$ cat src/verilog/nfh_pkg.sv
// constants and carriers for the nor flash host command sequencer
// Behaviour
// (RULE1) unlock AA/55 at 555/2AA word, AAA/555 byte
// (RULE2) all command cycles write, except ID read
// (RULE3) upper data byte driven zero on commands
// (RULE4) high address lines zero on command cycles
// (RULE5) array read is one bare read cycle
// (RULE6) F0 anywhere returns device to array read
// (RULE7) autoselect 90 then read X00/X01/X02
// (RULE8) protect verify read sector plus X02/X04
// (RULE9) CFI query 98 at 55, word only
// (RULE10) program: unlock, A0, then address and data
// (RULE11) program address stable before strobe falls
// (RULE12) program data stable through strobe rise
// (RULE13) bypass entry 20, then A0 plus data
// (RULE14) bypass exit 90 then 00, or F0
// (RULE15) erase: unlock 80 unlock then 10 or 30
// (RULE16) sector chosen by top seven address lines; host keeps the top eight, 19:12
// (RULE17) B0 suspend only during sector erase
// (RULE18) suspended: reads, programs, autoselect allowed
// (RULE19) 30 resume only while suspended
// (RULE20) extra sectors queued by one SA/30 write
// (RULE21) secured region entry 88, exit 90 00
// (RULE22) broken sequence abandons the partial command
// (RULE23) in bypass only bypass program and exit
`default_nettype none
package nfh_pkg;
  localparam int ADDR_W = 20;
  localparam int DATA_W = 16;
  localparam logic [11:0] UNL1_WORD = 12'h555;
  localparam logic [11:0] UNL2_WORD = 12'h2AA;
  localparam logic [11:0] UNL1_BYTE = 12'hAAA;
  localparam logic [11:0] UNL2_BYTE = 12'h555;
  localparam logic [11:0] CFI_ADDR  = 12'h055;
  localparam logic [11:0] OFS_MFR   = 12'h000;
  localparam logic [11:0] OFS_DEV_W = 12'h001;
  localparam logic [11:0] OFS_DEV_B = 12'h002;
  localparam logic [11:0] OFS_PRT_W = 12'h002;
  localparam logic [11:0] OFS_PRT_B = 12'h004;
  localparam logic [7:0] D_UNL1   = 8'hAA;
  localparam logic [7:0] D_UNL2   = 8'h55;
  localparam logic [7:0] D_RESET  = 8'hF0;
  localparam logic [7:0] D_AUTO   = 8'h90;
  localparam logic [7:0] D_SEC_IN = 8'h88;
  localparam logic [7:0] D_ZERO   = 8'h00;
  localparam logic [7:0] D_CFI    = 8'h98;
  localparam logic [7:0] D_PROG   = 8'hA0;
  localparam logic [7:0] D_BYPASS = 8'h20;
  localparam logic [7:0] D_ESETUP = 8'h80;
  localparam logic [7:0] D_CHIP   = 8'h10;
  localparam logic [7:0] D_SECT   = 8'h30;
  localparam logic [7:0] D_SUSP   = 8'hB0;
  localparam int SECT_LO = 12;
  localparam int SECT_W  = 7;
  localparam int T_SETUP_NS  = 50;
  localparam int T_PULSE_NS  = 100;
  localparam int T_HOLD_NS   = 50;
  localparam int CLK_NS      = 50;
  localparam int SETUP_CYC = (T_SETUP_NS + CLK_NS - 1) / CLK_NS;
  localparam int PULSE_CYC = (T_PULSE_NS + CLK_NS - 1) / CLK_NS;
  localparam int HOLD_CYC  = (T_HOLD_NS + CLK_NS - 1) / CLK_NS;
  typedef enum logic [3:0] {
    NFH_READ, NFH_RESET, NFH_AUTO_MFR, NFH_AUTO_DEV, NFH_PROT_VFY, NFH_CFI,
    NFH_PROG, NFH_BYP_ENTER, NFH_BYP_PROG, NFH_BYP_EXIT, NFH_CHIP_ERASE,
    NFH_SECT_ERASE, NFH_SECT_ADD, NFH_SUSPEND, NFH_RESUME, NFH_SEC_ENTER
  } nfh_cmd_e;
  typedef struct packed {
    nfh_cmd_e              cmd;
    logic [ADDR_W-1:0]     addr;
    logic [DATA_W-1:0]     data;
    logic                  sec_exit;
  } nfh_req_s;
  typedef struct packed {
    logic [ADDR_W-1:0] addr;
    logic [DATA_W-1:0] dq_o;
    logic              dq_oe_n;
    logic              ce_n;
    logic              we_n;
    logic              oe_n;
  } nfh_pins_s;
  typedef struct packed {
    logic [ADDR_W-1:0] addr;
    logic [DATA_W-1:0] data;
    logic              rd;
  } nfh_cyc_s;
endpackage
`default_nettype wire

$ cat src/verilog/nfh_host.sv
// host sequencer: turns one command request into the flash bus cycle train
`default_nettype none
module nfh_host
  import nfh_pkg::*;
(
  // clock and reset
  input  wire logic              clk,
  input  wire logic              nrst,
  // mode: high selects byte addressing
  input  wire logic              byte_mode,
  // command request
  input  wire logic              req_valid,
  output logic                   req_ready,
  input  wire nfh_req_s          req,
  // completion
  output logic                   rsp_valid,
  output logic [DATA_W-1:0]      rsp_data,
  output logic                   rsp_refused,
  // flash pins
  input  wire logic [DATA_W-1:0] dq_i,
  output nfh_pins_s              pins
);
  typedef enum logic [1:0] {HS_IDLE, HS_ISSUE, HS_WAIT, HS_DONE} nfh_hs_e;
  typedef enum logic [1:0] {MD_ARRAY, MD_BYPASS, MD_ERASING, MD_SUSP} nfh_md_e;
  typedef struct packed {
    nfh_hs_e                 st;
    nfh_md_e                 md;
    logic                    in_auto;
    logic                    err;
    nfh_req_s                r;
    logic [2:0]              idx;
    logic [2:0]              n;
    logic [DATA_W-1:0]       rd;
    logic                    rvalid;
  } nfh_st_s;
  nfh_st_s s_q, s_d;
  nfh_cyc_s cyc;
  logic cyc_go, cyc_busy, cyc_done;
  logic [DATA_W-1:0] cyc_rd;
  logic [11:0] u1, u2;
  logic [ADDR_W-1:0] sect_base;
  logic [2:0] ncyc;
  logic legal;
  nfh_cycle u_cyc (
    .clk   (clk),
    .nrst  (nrst),
    .go    (cyc_go),
    .cyc   (cyc),
    .busy  (cyc_busy),
    .done  (cyc_done),
    .rdata (cyc_rd),
    .dq_i  (dq_i),
    .pins  (pins)
  );
  assign u1 = byte_mode ? UNL1_BYTE : UNL1_WORD;                   // [RULE1]
  assign u2 = byte_mode ? UNL2_BYTE : UNL2_WORD;
  // address lines 19:12 survive, one above the seven-line sector field; lower lines are zeroed
  assign sect_base = {s_q.r.addr[ADDR_W-1:SECT_LO], SECT_LO'(0)}; // [RULE16]
  function automatic nfh_cyc_s wr(input logic [11:0] a, input logic [7:0] d);
    nfh_cyc_s c;
    c.addr = {{(ADDR_W-12){1'b0}}, a};                             // [RULE4]
    c.data = {8'h00, d};                                           // [RULE3]
    c.rd = 1'b0;
    return c;
  endfunction
  // cycle count and legality per mode
  always_comb begin
    ncyc = 3'd1;
    legal = 1'b1;
    unique case (req.cmd)
      NFH_READ: begin
        ncyc = 3'd1;
        legal = (s_q.md != MD_ERASING);
      end
      NFH_RESET: ncyc = 3'd1;                                      // [RULE6]
      NFH_AUTO_MFR, NFH_AUTO_DEV, NFH_PROT_VFY: begin
        ncyc = 3'd4;
        legal = (s_q.md == MD_ARRAY || s_q.md == MD_SUSP);        // [RULE18]
      end
      NFH_CFI: legal = !byte_mode && (s_q.md == MD_ARRAY || s_q.in_auto); // [RULE9]
      NFH_PROG: begin
        ncyc = 3'd4;                                               // [RULE10]
        legal = (s_q.md == MD_ARRAY || s_q.md == MD_SUSP) && !s_q.in_auto;
      end
      NFH_BYP_ENTER: begin
        ncyc = 3'd3;
        legal = (s_q.md == MD_ARRAY) && !s_q.in_auto;
      end
      NFH_BYP_PROG, NFH_BYP_EXIT: begin
        ncyc = 3'd2;
        legal = (s_q.md == MD_BYPASS);                             // [RULE13]
      end
      NFH_CHIP_ERASE, NFH_SECT_ERASE: begin
        ncyc = 3'd6;                                               // [RULE15]
        legal = (s_q.md == MD_ARRAY) && !s_q.in_auto;
      end
      NFH_SECT_ADD: legal = (s_q.md == MD_ERASING);                // [RULE20]
      NFH_SUSPEND: legal = (s_q.md == MD_ERASING);                 // [RULE17]
      NFH_RESUME: legal = (s_q.md == MD_SUSP) && !s_q.in_auto;     // [RULE19]
      NFH_SEC_ENTER: begin
        ncyc = req.sec_exit ? 3'd4 : 3'd3;                         // [RULE21]
        legal = (s_q.md == MD_ARRAY);
      end
    endcase
    // bypass accepts its program, its exit and F0 only
    if (s_q.md == MD_BYPASS && !(req.cmd inside {NFH_BYP_PROG, NFH_BYP_EXIT, NFH_RESET}))
      legal = 1'b0;                                                // [RULE23]
  end
  // cycle table indexed by position
  always_comb begin
    cyc = wr(u1, D_UNL1);
    if (s_q.idx == 3'd1) cyc = wr(u2, D_UNL2);
    if (s_q.idx == 3'd3) cyc = wr(u1, D_UNL1);
    if (s_q.idx == 3'd4) cyc = wr(u2, D_UNL2);
    unique case (s_q.r.cmd)
      NFH_READ: begin
        cyc.addr = s_q.r.addr;                                     // [RULE5]
        cyc.data = '0;
        cyc.rd = 1'b1;
      end
      NFH_RESET: cyc = wr(12'h000, D_RESET);
      NFH_AUTO_MFR, NFH_AUTO_DEV, NFH_PROT_VFY: begin
        if (s_q.idx == 3'd2) cyc = wr(u1, D_AUTO);
        if (s_q.idx == 3'd3) begin
          // fourth cycle is the identification read
          cyc = wr(OFS_MFR, D_ZERO);                               // [RULE2]
          cyc.rd = 1'b1;
          if (s_q.r.cmd == NFH_AUTO_DEV)
            cyc.addr[11:0] = byte_mode ? OFS_DEV_B : OFS_DEV_W;    // [RULE7]
          if (s_q.r.cmd == NFH_PROT_VFY)
            cyc.addr = sect_base | ADDR_W'(byte_mode ? OFS_PRT_B : OFS_PRT_W); // [RULE8]
        end
      end
      NFH_CFI: cyc = wr(CFI_ADDR, D_CFI);
      NFH_PROG: begin
        if (s_q.idx == 3'd2) cyc = wr(u1, D_PROG);
        if (s_q.idx == 3'd3) begin
          cyc.addr = s_q.r.addr;
          cyc.data = s_q.r.data;
        end
      end
      NFH_BYP_ENTER: if (s_q.idx == 3'd2) cyc = wr(u1, D_BYPASS);
      NFH_BYP_PROG: begin
        cyc = wr(12'h000, D_PROG);
        if (s_q.idx == 3'd1) begin
          cyc.addr = s_q.r.addr;
          cyc.data = s_q.r.data;
        end
      end
      NFH_BYP_EXIT: cyc = wr(12'h000, (s_q.idx == 3'd0) ? D_AUTO : D_ZERO); // [RULE14]
      NFH_CHIP_ERASE, NFH_SECT_ERASE: begin
        if (s_q.idx == 3'd2) cyc = wr(u1, D_ESETUP);
        if (s_q.idx == 3'd5) begin
          cyc = wr(u1, D_CHIP);
          if (s_q.r.cmd == NFH_SECT_ERASE) begin
            cyc.addr = sect_base;
            cyc.data = {8'h00, D_SECT};
          end
        end
      end
      NFH_SECT_ADD: begin
        cyc = wr(12'h000, D_SECT);
        cyc.addr = sect_base;
      end
      NFH_SUSPEND: cyc = wr(12'h000, D_SUSP);
      NFH_RESUME: cyc = wr(12'h000, D_SECT);
      NFH_SEC_ENTER: begin
        if (s_q.idx == 3'd2) cyc = wr(u1, s_q.r.sec_exit ? D_AUTO : D_SEC_IN);
        if (s_q.idx == 3'd3) cyc = wr(12'h000, D_ZERO);
      end
    endcase
  end
  assign cyc_go = (s_q.st == HS_ISSUE) && !cyc_busy;
  always_comb begin
    s_d = s_q;
    s_d.rvalid = 1'b0;
    unique case (s_q.st)
      HS_IDLE: if (req_valid) begin
        s_d.r = req;
        s_d.n = ncyc;
        s_d.idx = 3'd0;
        s_d.err = !legal;                                          // [RULE22]
        s_d.st = legal ? HS_ISSUE : HS_DONE;
      end
      HS_ISSUE: if (cyc_go) s_d.st = HS_WAIT;
      HS_WAIT: if (cyc_done) begin
        if (cyc.rd) s_d.rd = cyc_rd;
        if (s_q.idx == s_q.n - 3'd1) s_d.st = HS_DONE;
        else begin
          s_d.idx = s_q.idx + 3'd1;
          s_d.st = HS_ISSUE;
        end
      end
      HS_DONE: begin
        s_d.rvalid = 1'b1;
        s_d.st = HS_IDLE;
        if (!s_q.err) begin
          unique case (s_q.r.cmd)
            NFH_RESET: begin
              s_d.in_auto = 1'b0;
              if (s_q.md != MD_SUSP) s_d.md = MD_ARRAY;
            end
            NFH_AUTO_MFR, NFH_AUTO_DEV, NFH_PROT_VFY: s_d.in_auto = 1'b1;
            NFH_BYP_ENTER: s_d.md = MD_BYPASS;
            NFH_BYP_EXIT: s_d.md = MD_ARRAY;
            NFH_SECT_ERASE: s_d.md = MD_ERASING;
            NFH_SUSPEND: s_d.md = MD_SUSP;
            NFH_RESUME: s_d.md = MD_ERASING;
            default: s_d.md = s_q.md;
          endcase
          if (s_q.md == MD_BYPASS && s_q.r.cmd == NFH_RESET) s_d.md = MD_ARRAY;
        end
      end
    endcase
    // device ends erase on its own; host forgets once a reset is issued, except while suspended
  end
  always_ff @(posedge clk or negedge nrst) begin
    if (!nrst) s_q <= '0;
    else s_q <= s_d;
  end
  assign req_ready   = (s_q.st == HS_IDLE);
  assign rsp_valid   = s_q.rvalid;
  assign rsp_data    = s_q.rd;
  assign rsp_refused = s_q.err;
endmodule
`default_nettype wire

$ cat src/verilog/nfh_cycle.sv
// one asynchronous bus cycle on the flash pins, write or read
`default_nettype none
module nfh_cycle
  import nfh_pkg::*;
#(
  parameter int SETUP = SETUP_CYC,
  parameter int PULSE = PULSE_CYC,
  parameter int HOLD  = HOLD_CYC
) (
  // clock and reset
  input  wire logic              clk,
  input  wire logic              nrst,
  // cycle request
  input  wire logic              go,
  input  wire nfh_cyc_s          cyc,
  output logic                   busy,
  output logic                   done,
  output logic [DATA_W-1:0]      rdata,
  // flash pins
  input  wire logic [DATA_W-1:0] dq_i,
  output nfh_pins_s              pins
);
  // phase counts are at least one and at most 255, so each eight bit counter starts at count minus one, which may be zero
  if (SETUP < 1 || PULSE < 1 || HOLD < 1 || SETUP > 255 || PULSE > 255 || HOLD > 255) begin
    $error("nfh_cycle: phase counts out of range");
  end
  typedef enum logic [1:0] {CY_IDLE, CY_SETUP, CY_PULSE, CY_HOLD} nfh_cy_e;
  typedef struct packed {
    nfh_cy_e           st;
    logic [7:0]        cnt;
    nfh_cyc_s          c;
    logic [DATA_W-1:0] rd;
    logic              done;
  } nfh_cy_s;
  nfh_cy_s s_q, s_d;
  always_comb begin
    s_d = s_q;
    s_d.done = 1'b0;
    unique case (s_q.st)
      CY_IDLE: if (go) begin
        s_d.c = cyc;
        s_d.cnt = 8'(SETUP - 1);
        s_d.st = CY_SETUP;
      end
      CY_SETUP: if (s_q.cnt == 8'h00) begin
        s_d.cnt = 8'(PULSE - 1);
        s_d.st = CY_PULSE;
      end else s_d.cnt = s_q.cnt - 8'h01;
      CY_PULSE: if (s_q.cnt == 8'h00) begin
        if (s_q.c.rd) s_d.rd = dq_i;
        s_d.cnt = 8'(HOLD - 1);
        s_d.st = CY_HOLD;
      end else s_d.cnt = s_q.cnt - 8'h01;
      CY_HOLD: if (s_q.cnt == 8'h00) begin
        s_d.done = 1'b1;
        s_d.st = CY_IDLE;
      end else s_d.cnt = s_q.cnt - 8'h01;
    endcase
  end
  always_ff @(posedge clk or negedge nrst) begin
    if (!nrst) s_q <= '0;
    else s_q <= s_d;
  end
  // address set up before strobe falls, data held past its rise
  always_comb begin
    pins.addr    = s_q.c.addr;                                     // [RULE11]
    pins.dq_o    = s_q.c.data;                                     // [RULE12]
    pins.ce_n    = (s_q.st == CY_IDLE);
    pins.we_n    = !(s_q.st == CY_PULSE && !s_q.c.rd);
    pins.oe_n    = !(s_q.c.rd && s_q.st != CY_IDLE);
    pins.dq_oe_n = s_q.c.rd || s_q.st == CY_IDLE;
  end
  assign busy  = (s_q.st != CY_IDLE);
  assign done  = s_q.done;
  assign rdata = s_q.rd;
endmodule
`default_nettype wire

$ cat config.mk
export PLATFORM = sky130hd
export DESIGN_NAME = nfh_host
export DESIGN_NICKNAME = d
export VERILOG_FILES = /design/src/verilog/nfh_pkg.sv /design/src/verilog/nfh_host.sv /design/src/verilog/nfh_cycle.sv
export SDC_FILE = /design/constraint.sdc
export NUM_CORES = 1
export LEC_CHECK = 0
export BUFFER_PORTS_ARGS = -buffer_cell sky130_fd_sc_hd__buf_2
export CAP_MARGIN = 0
export CORE_UTILIZATION = 61
export CTS_CLUSTER_SIZE = 16
export DETAILED_ROUTE_END_ITERATION = 10
export GPL_TIMING_DRIVEN = 0
export PLACE_DENSITY = 0.86
export SYNTH_ARGS = -nofsm -noshare
export SYNTH_HDL_FRONTEND = slang
export SYNTH_SLANG_ARGS = --single-unit
$ cat constraint.sdc
create_clock -name clk -period 4 [get_ports clk]
set_clock_uncertainty 0.05 [all_clocks]
set_input_delay 1 -clock clk [delete_from_list [all_inputs] [get_ports clk]]
set_output_delay 1 -clock clk [all_outputs]
set_load 0.02 [all_outputs]
==> metrics <==
outcome=finished clean; DRT iter0 DRCs=663; reg2reg start=s_q[21]; max-slew violations=0; crit path launch=s_q[21]; gpl congestion=1.04; post-DR vias/cell=5.87; Synthesis Warnings=0; first-pass GRT wire length=31400 µm; post_cts resized=0; Max-Cap Viols=0; drt wl/cell=18.0 µm; CP top delay family=simple AND/OR/NAND/NOR gates; CTS Buf Count=17; Synth cell types=70; Die ar.=12200 µm²; Mapped Avg Cell Area=9.39 µm²; dominant synthesized flop cell=dfrtp_1; Setup Fix Bufs, Post-CTS=0; Worst Path Arrival=3550 ps; port bufs=117; Worst setup SP type=flip-flop; Place WS=856 ps; total number of vias=6197; achievable frequency=302 MHz; PwrDens=766 nW/µm²; Final Net Count=979; worst reg2reg path depth=9; Rows=39; # clock sinks=134; synthesized area=7180 µm²; clock share of power=24.8%; CP Max Fanout=7; Seq pwr share=33.1%; Die Span Y=110 µm; Pint=3.99 mW; Syn Nets=842; FF-to-FF setup slack=680 ps; Leakage=4.37 nW; worst IR drop on VDD=0.000400 V; max_slew headroom=20.1%; final hold violations=0; num ports=120; initial core utilization=62.9%; CP Buf/Inv Count=1; Area Growth Syn to Fin=19.7%; Root Driver=clkbuf_16; CTS H-Tree Depth=4; DIE WIDTH=110 µm; CORE AREA=11400 µm²; Hold Startpoint=s_q[49]; Residual DRC=0; number of synthesized register bits=134; drt pass-1 iters=8; minimum clock period=3320 ps; Final setup viols=0; CTS tree=built; most frequent cell on the critical path=ha_1; Total Wirelength=19000 µm; gr usage total=32.8%; EDFF count, synth=0; share of layout cells above drive strength 1=28.7%; share of synthesized registers carrying an async set or reset=100%; initial antenna violation count=0; Post-DP HPWL=13100 µm; Hold Path Stages=2; Least-Margin Pin Slew=1180 ps; CP Cell Sequence=inv_1 > ha_1 > or2b_4 > ha_1 > o311a_1 > nor2_1 > o21ai_0 > nor3_1 > a21oi_1; Post-CTS Hold Buffers=0; worst setup slack after layout=685 ps; switching portion of total power=39.4%; Hold Crit Class=reg -> reg; Hold Path End=s_q[49]; Worst-Skew Late Latency=420 ps; CP endpoint kind=flip-flop; Bufs on Longest Clock Path=2; setup TNS=0 ps; combinational share of power=42.1%; Seq/Total Area, Yosys=46.7%; Worst-path clk slew=50 ps; vias in the first global route=6130; reg2reg end=u_cyc.pins[24]; unrepaired setup endpoints after global routing=false; Switch Pwr=2.59 mW; post-route antenna net violation count=0; worst setup path class=reg -> reg; worst endpoint required time=4240 ps; max incr delay on CP=450 ps; overflow left after global routing=0; Syn Inst Count=764; CP max stage cell=dfrtp_1; crit share post-route=82.9%; ANT cells=0; largest net degree at the start of global routing=86
==> layer usage <==
layer	vias up	GRT usage, %	routed length [µm]
met5	-	0	0
met4	0	12.4	541
met3	46	9.06	1650
met2	318	51.4	8860
met1	2960	43.6	7960
li1	2873	-	-
==> layout by cell type (no fill, tap or decap), drive strengths merged, types with 7 or more instances in the layout <==
master and n:
nor2b 9, a22o 21, nor2 38, nand2b 7
ha 17, nand3 13, nand3b 7, o21ai 51
buf 193, o22ai 7, nand2 165, dfrtp 134
mux2 33, inv 21, a21oi 43, clkbuf 41
nor3 11, a31oi 9
==> flip-flops by register name, indices dropped and copies added (netlist names) <==
name	count
rsp_refused	1
rsp_valid	1
rsp_data	16
u_cyc.pins	36
u_cyc.done	1
u_cyc.s_q	11
s_q	52
u_cyc.rdata	16
==> cell families (layout without fill, tap and decap cells) <==
group                    Yosys count  after routing  share of synthesized area (%)
multiplexers                      37             37                           6.26
XOR/XNOR                           8              8                          0.976
flip-flops                       134            134                           46.7
buffers and inverters            113            262                           9.31
AND/OR/NAND/NOR                  277            277                           17.6
adder cells (fa/ha/maj)           17             17                           2.96
AO/OA/AOI/OAI                    178            178                           16.1
==> worst max path at each step <==
stage | endpoint | slack, ps | depth (start not counted)
6_report | u_cyc.pins[24] | 680 | 9
5_1_grt | u_cyc.pins[24] | 570 | 9
4_1_cts | u_cyc.pins[24] | 790 | 9
3_5_place_dp | u_cyc.pins[24] | 860 | 9
3_3_place_gp | s_q[40] | 150 | 1
2_1_floorplan | u_cyc.pins[23] | 1380 | 9
==> metrics by stage <==
step                      hold WS (ps)  std cells  area, µm²  utilization [%]  total power, mW
after floorplan                    387        764       7180                -             4.08
after global placement             400       1024       7940             69.5             4.77
after detailed placement           410       1025       7980             69.8             4.86
after CTS                          421       1056       8590             75.3             6.53
after global routing               455       1056       8590             75.3             6.99
final                              420       1056       8590             75.3             6.58
==> area by class of cell <==
class,instances,area [µm²]
clock inverters,7,116
fillers,802,2830
clock buffers,24,502
multi-input cells,517,3160
inverters,21,78.8
repair buffers,118,619
well taps,143,179
flip-flops and latches,134,3350
plain buffers,92,589
==> worst register-to-register path, cell delays in order (launching register included) <==
cell and delay (ps):
dfrtp_1 450, inv_1 110, ha_1 290, or2b_4 350, ha_1 340, o311a_1 380
nor2_1 440, o21ai_0 270, nor3_1 370, a21oi_1 130
==> power groups by stage <==
stage	clock [mW]	sequential, mW	combinational, mW
6_report	1.63	2.17	2.77
5_1_grt	1.72	2.23	3.04
4_1_cts	1.64	2.16	2.73
3_5_place_dp	0	2.17	2.69
3_3_place_gp	0	2.15	2.62
2_1_floorplan	0	2.08	2.01
==> synth_stat cells, drive strengths merged, types with 7 or more instances <==
| cell type | count | share of area [%] |
|---|---|---|
| nand2 | 165 | 8.7 |
| dfrtp | 134 | 47 |
| buf | 75 | 7.3 |
| o21ai | 51 | 3.6 |
| a21oi | 43 | 3.0 |
| nor2 | 38 | 2.0 |
| mux2 | 33 | 5.7 |
| a22o | 21 | 2.6 |
| inv | 20 | 1.0 |
| clkbuf | 17 | 0.89 |
| ha | 17 | 3.0 |
| nand3 | 13 | 0.91 |
| nor3 | 11 | 0.77 |
| a31oi | 9 | 0.78 |
| nor2b | 9 | 0.82 |
| nand2b | 7 | 0.61 |
| nand3b | 7 | 0.73 |
| o22ai | 7 | 0.61 |
Note: power is estimated with default switching activity, not from simulation.
